File: config.mk
export PLATFORM = sky130hd
export DESIGN_NAME = cop_char_oled_port
export DESIGN_NICKNAME = d
export VERILOG_FILES = /design/src/verilog/cop_pkg.sv /design/src/verilog/cop_ram.sv /design/src/verilog/cop_char_oled_port.sv
export SDC_FILE = /design/constraint.sdc
export NUM_CORES = 1
export LEC_CHECK = 0
export ABC_AREA = 1
export BUFFER_PORTS_ARGS = -buffer_cell sky130_fd_sc_hd__buf_4
export CAP_MARGIN = 20
export CORE_MARGIN = 8
export CORE_UTILIZATION = 63
export DETAILED_ROUTE_END_ITERATION = 10
export MAX_ROUTING_LAYER = met4
export PLACE_DENSITY = 0.75
export SYNTH_ARGS = -nofsm -noshare
export SYNTH_HDL_FRONTEND = slang
export SYNTH_HIERARCHICAL = 1
export SYNTH_SLANG_ARGS = --single-unit
File: constraint.sdc
create_clock -name I_REF_CLK -period 3 [get_ports I_REF_CLK]
set_input_delay 0.15 -clock I_REF_CLK [delete_from_list [all_inputs] [get_ports I_REF_CLK]]
set_output_delay 0.15 -clock I_REF_CLK [all_outputs]
set_load 0.01 [all_outputs]
File: src/verilog/cop_pkg.sv
package cop_pkg;
    // ------------------------------------------------------------
    // Bus encodings
    // ------------------------------------------------------------
    localparam logic       SEL_INSTR      = 1'b0;
    localparam logic       SEL_DATA       = 1'b1;
    localparam logic       DIR_WRITE      = 1'b0;
    localparam logic       DIR_READ       = 1'b1;
    localparam int         CMD_FLAG_BIT   = 7;
    localparam int         LINE_SEL_BIT   = 6;
    localparam int         ADDR_W         = 7;
    localparam int         DATA_W         = 8;
    localparam int         RAM_DEPTH      = 128;
    // ------------------------------------------------------------
    // Panel geometry
    // ------------------------------------------------------------
    localparam logic [6:0] LINE1_FIRST    = 7'h00;
    localparam logic [6:0] LINE1_LAST     = 7'h13;
    localparam logic [6:0] LINE2_FIRST    = 7'h40;
    localparam logic [6:0] LINE2_LAST     = 7'h53;
    localparam logic [6:0] ADDR_RESET     = 7'h00;
    // ------------------------------------------------------------
    // Timing
    // ------------------------------------------------------------
    localparam int         CLK_MHZ        = 200;
    localparam int         BUSY_NS        = 200;
    localparam int         BUSY_CYCLES    = (BUSY_NS * CLK_MHZ + 999) / 1000;
    localparam int         CNT_W          = 8;

    // Host side of the bus, sampled each clock
    typedef struct packed {
        logic       register_select;
        logic       read_not_write;
        logic       enable;
        logic [7:0] data;
    } cop_bus_in_t;

    // Data lines driven back to the host
    typedef struct packed {
        logic [7:0] data;
        logic       data_oe;
    } cop_bus_out_t;
endpackage

File: src/verilog/cop_ram.sv
`timescale 1ns/10ps
module cop_ram #(
    parameter int DEPTH = 128,
    parameter int AW    = 7,
    parameter int DW    = 8
) (
    // Clock
    input  wire logic          i_clk,
    // Port
    input  wire logic          i_we,
    input  wire logic [AW-1:0] i_addr,
    input  wire logic [DW-1:0] i_wdata,
    output logic      [DW-1:0] o_rdata
);
    logic [DW-1:0] mem [DEPTH];

    // Registered read keeps the read path one cycle behind the address
    always_ff @(posedge i_clk) begin
        if (i_we) begin
            mem[i_addr] <= i_wdata;
        end
        o_rdata <= mem[i_addr];
    end
endmodule

File: src/verilog/cop_char_oled_port.sv
`timescale 1ns/10ps
// What this block does
// [RL1] A high register select reaches the character data store, a low one the instruction side.
// [RL2] A high direction line means a read and only then are the data lines driven.
// [RL3] Each write and each counter step is carried out on the falling edge of the enable strobe; read data is driven while enable is high.
// [RL4] An instruction write with bit 7 set loads bits 6 to 0 into the position counter.
// [RL5] First-line columns 1 to 20 sit at addresses 0x00 to 0x13 in ascending order.
// [RL6] Second-line columns 1 to 20 sit at 0x40 to 0x53, bit 6 choosing the line.
// [RL7] An instruction read returns busy on bit 7 and the position counter on bits 6 to 0.
// [RL8] Instructions arriving while busy are dropped; the host polls busy first.
// [RL9] Every data read or write steps the position counter by one, up or down.
// [RL10] The host keeps select, direction and write data steady while enable is high.
module cop_char_oled_port
    import cop_pkg::*;
#(
    parameter int BUSY_LEN = cop_pkg::BUSY_CYCLES
) (
    // Clock and reset
    input  wire logic                  I_REF_CLK,
    input  wire logic                  I_RSTN,
    // Host bus
    input  wire cop_pkg::cop_bus_in_t  I_BUS,
    output cop_pkg::cop_bus_out_t      O_BUS,
    // Direction of auto step, high counts down
    input  wire logic                  I_STEP_DOWN,
    // Panel status
    output logic                       O_BUSY,
    output logic [6:0]                 O_POSITION,
    output logic                       O_POS_LINE2,
    output logic [4:0]                 O_POS_COLUMN,
    output logic                       O_POS_VISIBLE
);
    import cop_pkg::*;

    // ------------------------------------------------------------
    // State
    // ------------------------------------------------------------
    typedef enum logic [1:0] {
        ST_IDLE = 2'b01,
        ST_BUSY = 2'b10
    } cop_state_t;

    cop_state_t       state;
    cop_state_t       next_state;
    logic             en_q;
    logic [6:0]       position_counter;
    logic [6:0]       next_position;
    logic [CNT_W-1:0] busy_cnt;
    logic [7:0]       ram_rdata;

    // ------------------------------------------------------------
    // Strobe decode
    // ------------------------------------------------------------
    // Bus inputs are taken as synchronous, so a single stage edge detect suffices
    wire fall       = en_q && !I_BUS.enable;                                  // [RL3]
    wire is_data    = I_BUS.register_select == SEL_DATA;                      // [RL1]
    wire is_read    = I_BUS.read_not_write == DIR_READ;                       // [RL2]
    wire busy_indication = (state == ST_BUSY);
    wire instr_wr   = fall && !is_data && !is_read && !busy_indication;       // [RL8]
    wire set_pos    = instr_wr && I_BUS.data[CMD_FLAG_BIT];                   // [RL4]
    wire data_xfer  = fall && is_data;                                        // [RL1]
    wire data_wr    = data_xfer && !is_read;
    wire start_busy = instr_wr;
    wire [6:0] stepped = I_STEP_DOWN ? position_counter - 7'h01
                                     : position_counter + 7'h01;              // [RL9]
    wire [7:0] status_word = {busy_indication, position_counter};            // [RL7]
    wire [7:0] read_word   = is_data ? ram_rdata : status_word;
    wire line2      = position_counter[LINE_SEL_BIT];                         // [RL6]
    wire [6:0] col_base = line2 ? LINE2_FIRST : LINE1_FIRST;                  // [RL5]
    wire [6:0] col_off  = position_counter - col_base;
    wire visible    = line2 ? (position_counter <= LINE2_LAST)
                            : (position_counter <= LINE1_LAST);               // [RL5] [RL6]

    always_comb begin
        next_position = position_counter;
        if (set_pos) begin
            next_position = I_BUS.data[6:0];                                  // [RL4]
        end else if (data_xfer) begin
            next_position = stepped;                                          // [RL9]
        end
    end

    always_comb begin
        next_state = state;
        case (state)
            ST_IDLE: begin
                if (start_busy) begin
                    next_state = ST_BUSY;
                end
            end
            ST_BUSY: begin
                if (busy_cnt == CNT_W'(1)) begin
                    next_state = ST_IDLE;
                end
            end
            default: begin
                next_state = ST_IDLE;
            end
        endcase
    end

    // ------------------------------------------------------------
    // Registers
    // ------------------------------------------------------------
    always_ff @(posedge I_REF_CLK or negedge I_RSTN) begin
        if (!I_RSTN) begin
            en_q             <= 1'b0;
            state            <= ST_IDLE;
            position_counter <= ADDR_RESET;
        end else begin
            en_q             <= I_BUS.enable;
            state            <= next_state;
            position_counter <= next_position;
        end
    end

    // Only accepted commands reload, so a refused one cannot stretch busy
    always_ff @(posedge I_REF_CLK or negedge I_RSTN) begin
        if (!I_RSTN) begin
            busy_cnt <= '0;
        end else if (start_busy) begin
            busy_cnt <= CNT_W'(BUSY_LEN);                                     // [RL8]
        end else if (busy_cnt != '0) begin
            busy_cnt <= busy_cnt - CNT_W'(1);
        end
    end

    // Read data is held while enable is high; the host samples before the fall
    always_ff @(posedge I_REF_CLK or negedge I_RSTN) begin
        if (!I_RSTN) begin
            O_BUS <= '0;
        end else begin
            O_BUS.data_oe <= I_BUS.enable && is_read;                         // [RL2]
            O_BUS.data    <= (I_BUS.enable && is_read) ? read_word : 8'h00;   // [RL7]
        end
    end

    // ------------------------------------------------------------
    // Character store
    // ------------------------------------------------------------
    cop_ram #(
        .DEPTH (RAM_DEPTH),
        .AW    (ADDR_W),
        .DW    (DATA_W)
    ) u_ram (
        .i_clk   (I_REF_CLK),
        .i_we    (data_wr),
        .i_addr  (position_counter),
        .i_wdata (I_BUS.data),
        .o_rdata (ram_rdata)
    );

    // ------------------------------------------------------------
    // Status outputs
    // ------------------------------------------------------------
    assign O_BUSY        = busy_indication;
    assign O_POSITION    = position_counter;
    assign O_POS_LINE2   = line2;
    assign O_POS_COLUMN  = col_off[4:0] + 5'h01;
    assign O_POS_VISIBLE = visible;

    // ------------------------------------------------------------
    // Checks
    // ------------------------------------------------------------
    chk_set_position: assert property (@(posedge I_REF_CLK) disable iff (!I_RSTN) // [RL4]
        set_pos |=> position_counter == $past(I_BUS.data[6:0]))
        else $error("position not loaded");
    // Busy may end in the same cycle, so watch the counter and not the state
    chk_busy_drops_instr: assert property (@(posedge I_REF_CLK) disable iff (!I_RSTN) // [RL8]
        (fall && !is_data && !is_read && busy_indication) |=>
            $stable(position_counter) && busy_cnt == $past(busy_cnt) - CNT_W'(1))
        else $error("instruction accepted while busy");
    chk_busy_starts: assert property (@(posedge I_REF_CLK) disable iff (!I_RSTN) // [RL8]
        instr_wr |=> O_BUSY)
        else $error("busy not raised");
    chk_busy_ends: assert property (@(posedge I_REF_CLK) disable iff (!I_RSTN) // [RL8]
        $rose(O_BUSY) |-> ##[1:300] !O_BUSY)
        else $error("busy never clears");
    chk_step_up: assert property (@(posedge I_REF_CLK) disable iff (!I_RSTN) // [RL9]
        (data_xfer && !I_STEP_DOWN) |=> position_counter == $past(position_counter) + 7'h01)
        else $error("counter did not step up");
    chk_step_down: assert property (@(posedge I_REF_CLK) disable iff (!I_RSTN) // [RL9]
        (data_xfer && I_STEP_DOWN) |=> position_counter == $past(position_counter) - 7'h01)
        else $error("counter did not step down");
    chk_drive_read: assert property (@(posedge I_REF_CLK) disable iff (!I_RSTN) // [RL2]
        O_BUS.data_oe |-> $past(I_BUS.enable) && $past(I_BUS.read_not_write))
        else $error("bus driven outside read");
    chk_status_word: assert property (@(posedge I_REF_CLK) disable iff (!I_RSTN) // [RL7]
        (I_BUS.enable && is_read && !is_data) |=>
            O_BUS.data == {$past(busy_indication), $past(position_counter)})
        else $error("status word wrong");
    chk_edge_only: assert property (@(posedge I_REF_CLK) disable iff (!I_RSTN) // [RL3]
        (!fall) |=> $stable(position_counter))
        else $error("counter moved without strobe fall");
    chk_line_map: assert property (@(posedge I_REF_CLK) disable iff (!I_RSTN) // [RL6]
        (position_counter == LINE2_LAST) |-> O_POS_LINE2 && O_POS_COLUMN == 5'h14)
        else $error("second line mapping wrong");
    chk_line1_map: assert property (@(posedge I_REF_CLK) disable iff (!I_RSTN) // [RL5]
        (position_counter == LINE1_LAST) |-> !O_POS_LINE2 && O_POS_VISIBLE && O_POS_COLUMN == 5'h14)
        else $error("first line mapping wrong");
    chk_line2_first: assert property (@(posedge I_REF_CLK) disable iff (!I_RSTN) // [RL6]
        (position_counter == LINE2_FIRST) |-> O_POS_LINE2 && O_POS_VISIBLE && O_POS_COLUMN == 5'h01)
        else $error("second line start wrong");
    chk_data_not_busy: assert property (@(posedge I_REF_CLK) disable iff (!I_RSTN) // [RL1]
        (data_xfer && !busy_indication) |=> !O_BUSY)
        else $error("data transfer raised busy");
    chk_read_release: assert property (@(posedge I_REF_CLK) disable iff (!I_RSTN) // [RL2]
        (!I_BUS.enable) |=> !O_BUS.data_oe)
        else $error("bus still driven after strobe");
    chk_instr_keeps_pos: assert property (@(posedge I_REF_CLK) disable iff (!I_RSTN) // [RL4]
        (instr_wr && !I_BUS.data[CMD_FLAG_BIT]) |=> $stable(position_counter))
        else $error("plain instruction moved counter");
    chk_status_no_step: assert property (@(posedge I_REF_CLK) disable iff (!I_RSTN) // [RL7]
        (fall && !is_data && is_read) |=> $stable(position_counter))
        else $error("status read moved counter");
    chk_busy_length: assert property (@(posedge I_REF_CLK) disable iff (!I_RSTN) // [RL8]
        $rose(O_BUSY) |-> busy_cnt == CNT_W'(BUSY_LEN))
        else $error("busy length not loaded");

    cov_set_pos:  cover property (@(posedge I_REF_CLK) disable iff (!I_RSTN) set_pos);
    cov_data_wr:  cover property (@(posedge I_REF_CLK) disable iff (!I_RSTN) data_wr);
    cov_stat_rd:  cover property (@(posedge I_REF_CLK) disable iff (!I_RSTN)
        O_BUS.data_oe && O_BUSY);
    cov_line2:    cover property (@(posedge I_REF_CLK) disable iff (!I_RSTN) O_POS_LINE2);
    cov_step_dn:  cover property (@(posedge I_REF_CLK) disable iff (!I_RSTN)
        data_xfer && I_STEP_DOWN);
endmodule

# Word-level counts from Yosys, hierarchy flattened
# Memories as Yosys holds them, arrays and structs flattened. A register that Yosys moved wholly into a read port is not among the register bits.
# Index checks and enable logic that the tools add are counted.
[op_classes]
n_addsub = 5
magnitude_cmp = 2
n_eq_ne = 5
n_mux = 13
n_reduce_logical = 16
[ops]
columns = ["cell", "count"]
rows = [
  ["$mux 8", 4],
  ["$mux 7", 3],
  ["$eq 8x1->1 const B", 1],
  ["$logic_and 1x1->1", 8],
  ["$reduce_bool 8->1", 1],
  ["$sub 8x1->8 const B", 1],
  ["$add 7x1->7 const B", 1],
  ["$le 7x5->1 const B", 1],
  ["$le 7x7->1 const B", 1],
  ["$sub 7x1->7 const B", 1],
  ["$add 5x1->5 const B", 1],
  ["$sub 5x5->5 const B", 1],
  ["$logic_not 1->1", 4],
  ["$mux 2", 2],
  ["$pmux 2 s2", 1],
  ["$reduce_bool 2->1", 2],
  ["$mux 1", 3],
  ["$eq 2x1->1 const B", 1],
  ["$eq 2x2->1 const B", 1],
  ["$ne 2x1->1 const B", 1],
  ["$ne 2x2->1 const B", 1],
  ["$reduce_and 2->1", 1],
]
[word_totals]
reg_bits = 27
ram_bits = 1024
inputBits = 14
output_inout_bits = 24
wordCells = 48
n_memories = 1
[memory_table]
columns = ["name", "words", "word_bits", "read_ports", "rd_clocked_by_memory_dff", "wr", "line", "source"]
rows = [
  ["u_ram.mem", 128, 8, 1, 1, 1, "cop_ram.sv:15", "logic [DW-1:0] mem [DEPTH];"],
]

# Depth between registers and ports, before layout
[depth]
depth_word = 7
depth_mapped = 16
mapped_depth_nobuf = 13

# Hierarchy
# The synthesis kept the hierarchy.
[by_module_without_submodules]
columns = ["module", "n_inst", "cells_each", "area_each_um2", "seq_area_each_um2"]
rows = [
  ["cop_ram", 1, 4402, 43975.9, 30909.6],
  ["cop_char_oled_port", 1, 211, 1661.6, 676.9],
]

# Worst setup path after synthesis
# Ideal clock, no wire load.
[synth_path]
path_type = "register to register"
from = "register position_counter[1], in the netlist O_POSITION[1]"
to = "memory u_ram.mem[17][0], enable pin"
setup_ps = 370
arrival_time_ps = 1912
required_time_ps = 2630
path_slack_ps = 718
stages_incl_launch_ff = 9
path_buffers = 3
synth_period_minus_slack_ps = 2282
path_cell_list = "dfrtp_1 buf_2 buf_4 nor2_2 inv_1 nor2_1 nand2_1 buf_2 nor2_1"
[synth_lines]
columns = ["element", "line", "source"]
rows = [
  ["start, declared", "cop_char_oled_port.sv:46", "logic [6:0] position_counter;"],
  ["start signal, assigned", "cop_char_oled_port.sv:113", "position_counter <= next_position;"],
  ["end, declared", "cop_ram.sv:15", ""],
]
# Straight into the memory's write port.

==> summary.txt <==
kind of end point of the critical path - flop
DP Wirelength - 69600 µm
Worst-Skew Late Latency - 650 ps
Netlist cell types - 38
Slew @ Worst Pin - 801 ps
Synth Area in XOR/XNOR - 0.173%
commonest non-fill, non-tap cells in the layout - 2831 x nand2_1, 1024 x edfxtp_1, 257 x nor2_1, 231 x buf_4, 103 x clkbuf_16
max-cap violations - 0
Routability Congestion - 0.966
crit path kind - flop to flop
initial antenna violation count - 1
# rows - 98
vias post-DR - 32400
adder-cell share of the synthesized area - 0.291%
syn nets - 4637
Critical Path RT - 3590 ps
maximum vdd drop - 0.791 mV
critical-path maximum fanout - 90
max frequency - 354 MHz
Clock Path Buffers - 3
GRT overflow - 0
fin nets - 4792
CP arrival - 3410 ps
Fin. Hold Viols - 0
HP Class - primary input to flop
crit-path max cell delay - 630 ps
drt wl/cell - 20.1 µm
Total GRT Usage - 29.0%
Leak - 22.0 nW
CTS sink cnt - 1059
commonest non-fill, non-tap cell in the layout - nand2_1
vias in the first global route - 31200
Final WS setup - 177 ps
CTS tree - built
# setup viols final - 0
Syn-to-layout area delta - 12.6%
Pwr Density - 886 nW/µm²
vias per cell - 5.58
Post-Syn Area - 45600 µm²
multiplexer share of the synthesized area - 0%
DIE HEIGHT - 285 µm
die area - 81300 µm²
Final period util - 94.1%
status - complete, no violations
Synth Area in Compound Gates - 0.469%
post-route ant nets - 0
Worst Path Buf+Inv - 3
min cycle time layout - 2820 ps
RSZ-0062 raised after global routing - false
Setup Total Neg Slack - 0 ps
io pins - 38
Startpoint Class - flop
router iterations before antenna repair - 6
pin count of the biggest net entering global routing - 110
critical path's top delay family - simple AND/OR/NAND/NOR gates
share of layout cells above drive strength 1 - 8.97%
Initial Util - 63.7%
Chip Width - 285 µm
slowest stage cell on the critical path - dfrtp_4
Yosys Warn Count - 6
Seq cells post-synth - 1059
setup repair bufs after CTS - 0
htree depth - 3
Syn Area/Cell - 9.89 µm²
CORE AREA - 71600 µm²
register area share after synthesis - 69.2%
Post-Synth Simple-Gate Area - 26.5%
clk slew on worst S/H paths - 60 ps
final slew viol count - 0
cell chain of the critical path - clkinv_16 > buf_12 > buf_4 > nand2_1 > nand2_1 > nand2_1 > nand2_1 > nand2_1 > nand2_1 > nand2_1 > nand2_1 > nor2_1 > nor2_1 > nor2_1 > nand2_1
CTS Root Cell - clkbuf_16
pre-CTS setup slack - 182 ps
filler instances - 5032
Mapped Cells - 4613
Post-Route WL - 116000 µm
CP dominant cell by count - nand2_1
DR iter-0 viols - 4192
CTS Buf Count - 103
PortBufs - 37
drt drc - 0
largest family of logic cells by synthesized area - simple AND/OR/NAND/NOR gates
first-pass GRT wire length - 179000 µm
clk_skew - 21.2 ps
max_slew headroom - 46.6%
-- cell type report --
class | count | area, µm² | area share, %
repair buffers | 268 | 2370 | 4.62
inverters | 106 | 432 | 0.840
clock buffers | 125 | 2690 | 5.24
multi-input cells | 3230 | 12500 | 24.4
well taps | 950 | 1190 | 2.31
flip-flops and latches | 1059 | 31600 | 61.5
diodes | 2 | 5.00 | 0.00974
clock inverters | 59 | 559 | 1.09
-- worst reg2reg max path, delay by kind of cell (launching register included) --
kind / cells / cell delay (ps)
and+or+nand+nor: 12 / 1160
DFF: 1 / 630
buffers and inverters: 3 / 960
-- timing repair --
item / 4_1_cts / 5_1_grt
hold buffers: 11 / 0
setup endpoints to repair: 0 / 2
gates resized for setup: 0 / 1
hold endpoints to repair: 97 / 0
-- metal layers --
layer	part of all wire, %	wire, µm	GRT usage, %	vias up
met3	9.7	11300	4.53	274
li1	-	-	-	15100
met5	0	0	-	-
met2	47	55000	45.1	1639
met1	39	45900	39.2	15300
met4	3.5	4060	10.6	0
-- path summary, 6_finish.rpt --
check / from / endpoint / slack (ps) / cells after the start
setup / recovery: O_POSITION[0] / u_ram/o_rdata[0] / 180 / 15
hold / removal: I_BUS[5] / u_ram/mem[121][5] / 40 / 1
setup reg to reg: O_POSITION[0] / u_ram/o_rdata[0] / 180 / 15
hold reg to reg: busy_cnt[1] / busy_cnt[1] / 530 / 2
max in group asynchronous: I_RSTN / O_POSITION[0] / 2300 / 4
min in group asynchronous: I_RSTN / O_BUS[8] / 520 / 4
-- synthesized netlist by cell type (all sizes together) --
master	n	share of area, %
nand3b	5	0.082
dfstp	1	0.058
inv	104	0.86
edfxtp	1024	67
o211ai	5	0.082
xor2	7	0.13
o21ai	15	0.16
fa	1	0.044
dfxtp	8	0.35
nand4	2	0.027
a21oi	19	0.21
nand2	2835	23
clkinv	2	0.016
xnor2	2	0.038
buf	188	2.2
nand3	50	0.57
clkbuf	30	0.25
or2	13	0.18
or3b	1	0.019
ha	9	0.25
a31oi	1	0.014
nor2	264	2.2
and2	1	0.014
dfrtp	26	1.4
-- registers in the layout, summed over array words and instances (netlist names) --
| signal | count |
|---|---|
| u_ram/mem | 1024 |
| u_ram/o_rdata | 8 |
| en_q | 1 |
| O_BUS | 9 |
| O_POSITION | 7 |
| busy_cnt | 8 |
| state | 2 |
-- through the flow --
stage	instance area, µm²	util, %	power, mW	hold slack [ps]	std cells
CTS	51400	71.7	45.4	22.9	5797
global placement	48000	67.0	32.6	91.7	5602
detailed placement	48000	67.0	32.8	95.4	5602
floorplan	45600	-	27.5	-146	4613
global route	51400	71.7	47.9	40.4	5798
finish	51400	71.7	45.5	43.7	5799
-- where the power goes --
group	internal (mW)	leakage, nW	switching [mW]	total (mW)
Combinational	4.55	10.8	11.7	16.2
Clock	7.21	1.59	5.35	12.6
Sequential	16.4	9.60	0.331	16.8
Total	28.2	22.0	17.3	45.5
-- kinds of logic (layout without fill, tap and decap cells) --
family / count (synthesis) / count (layout)
flops: 1059 / 1059
other cells: 0 / 2
buf+inv: 324 / 558
xor+xnor: 9 / 9
compound gates: 40 / 40
fa+ha+maj: 10 / 10
simple gates: 3171 / 3171
Power figures use the tool's default switching activity.
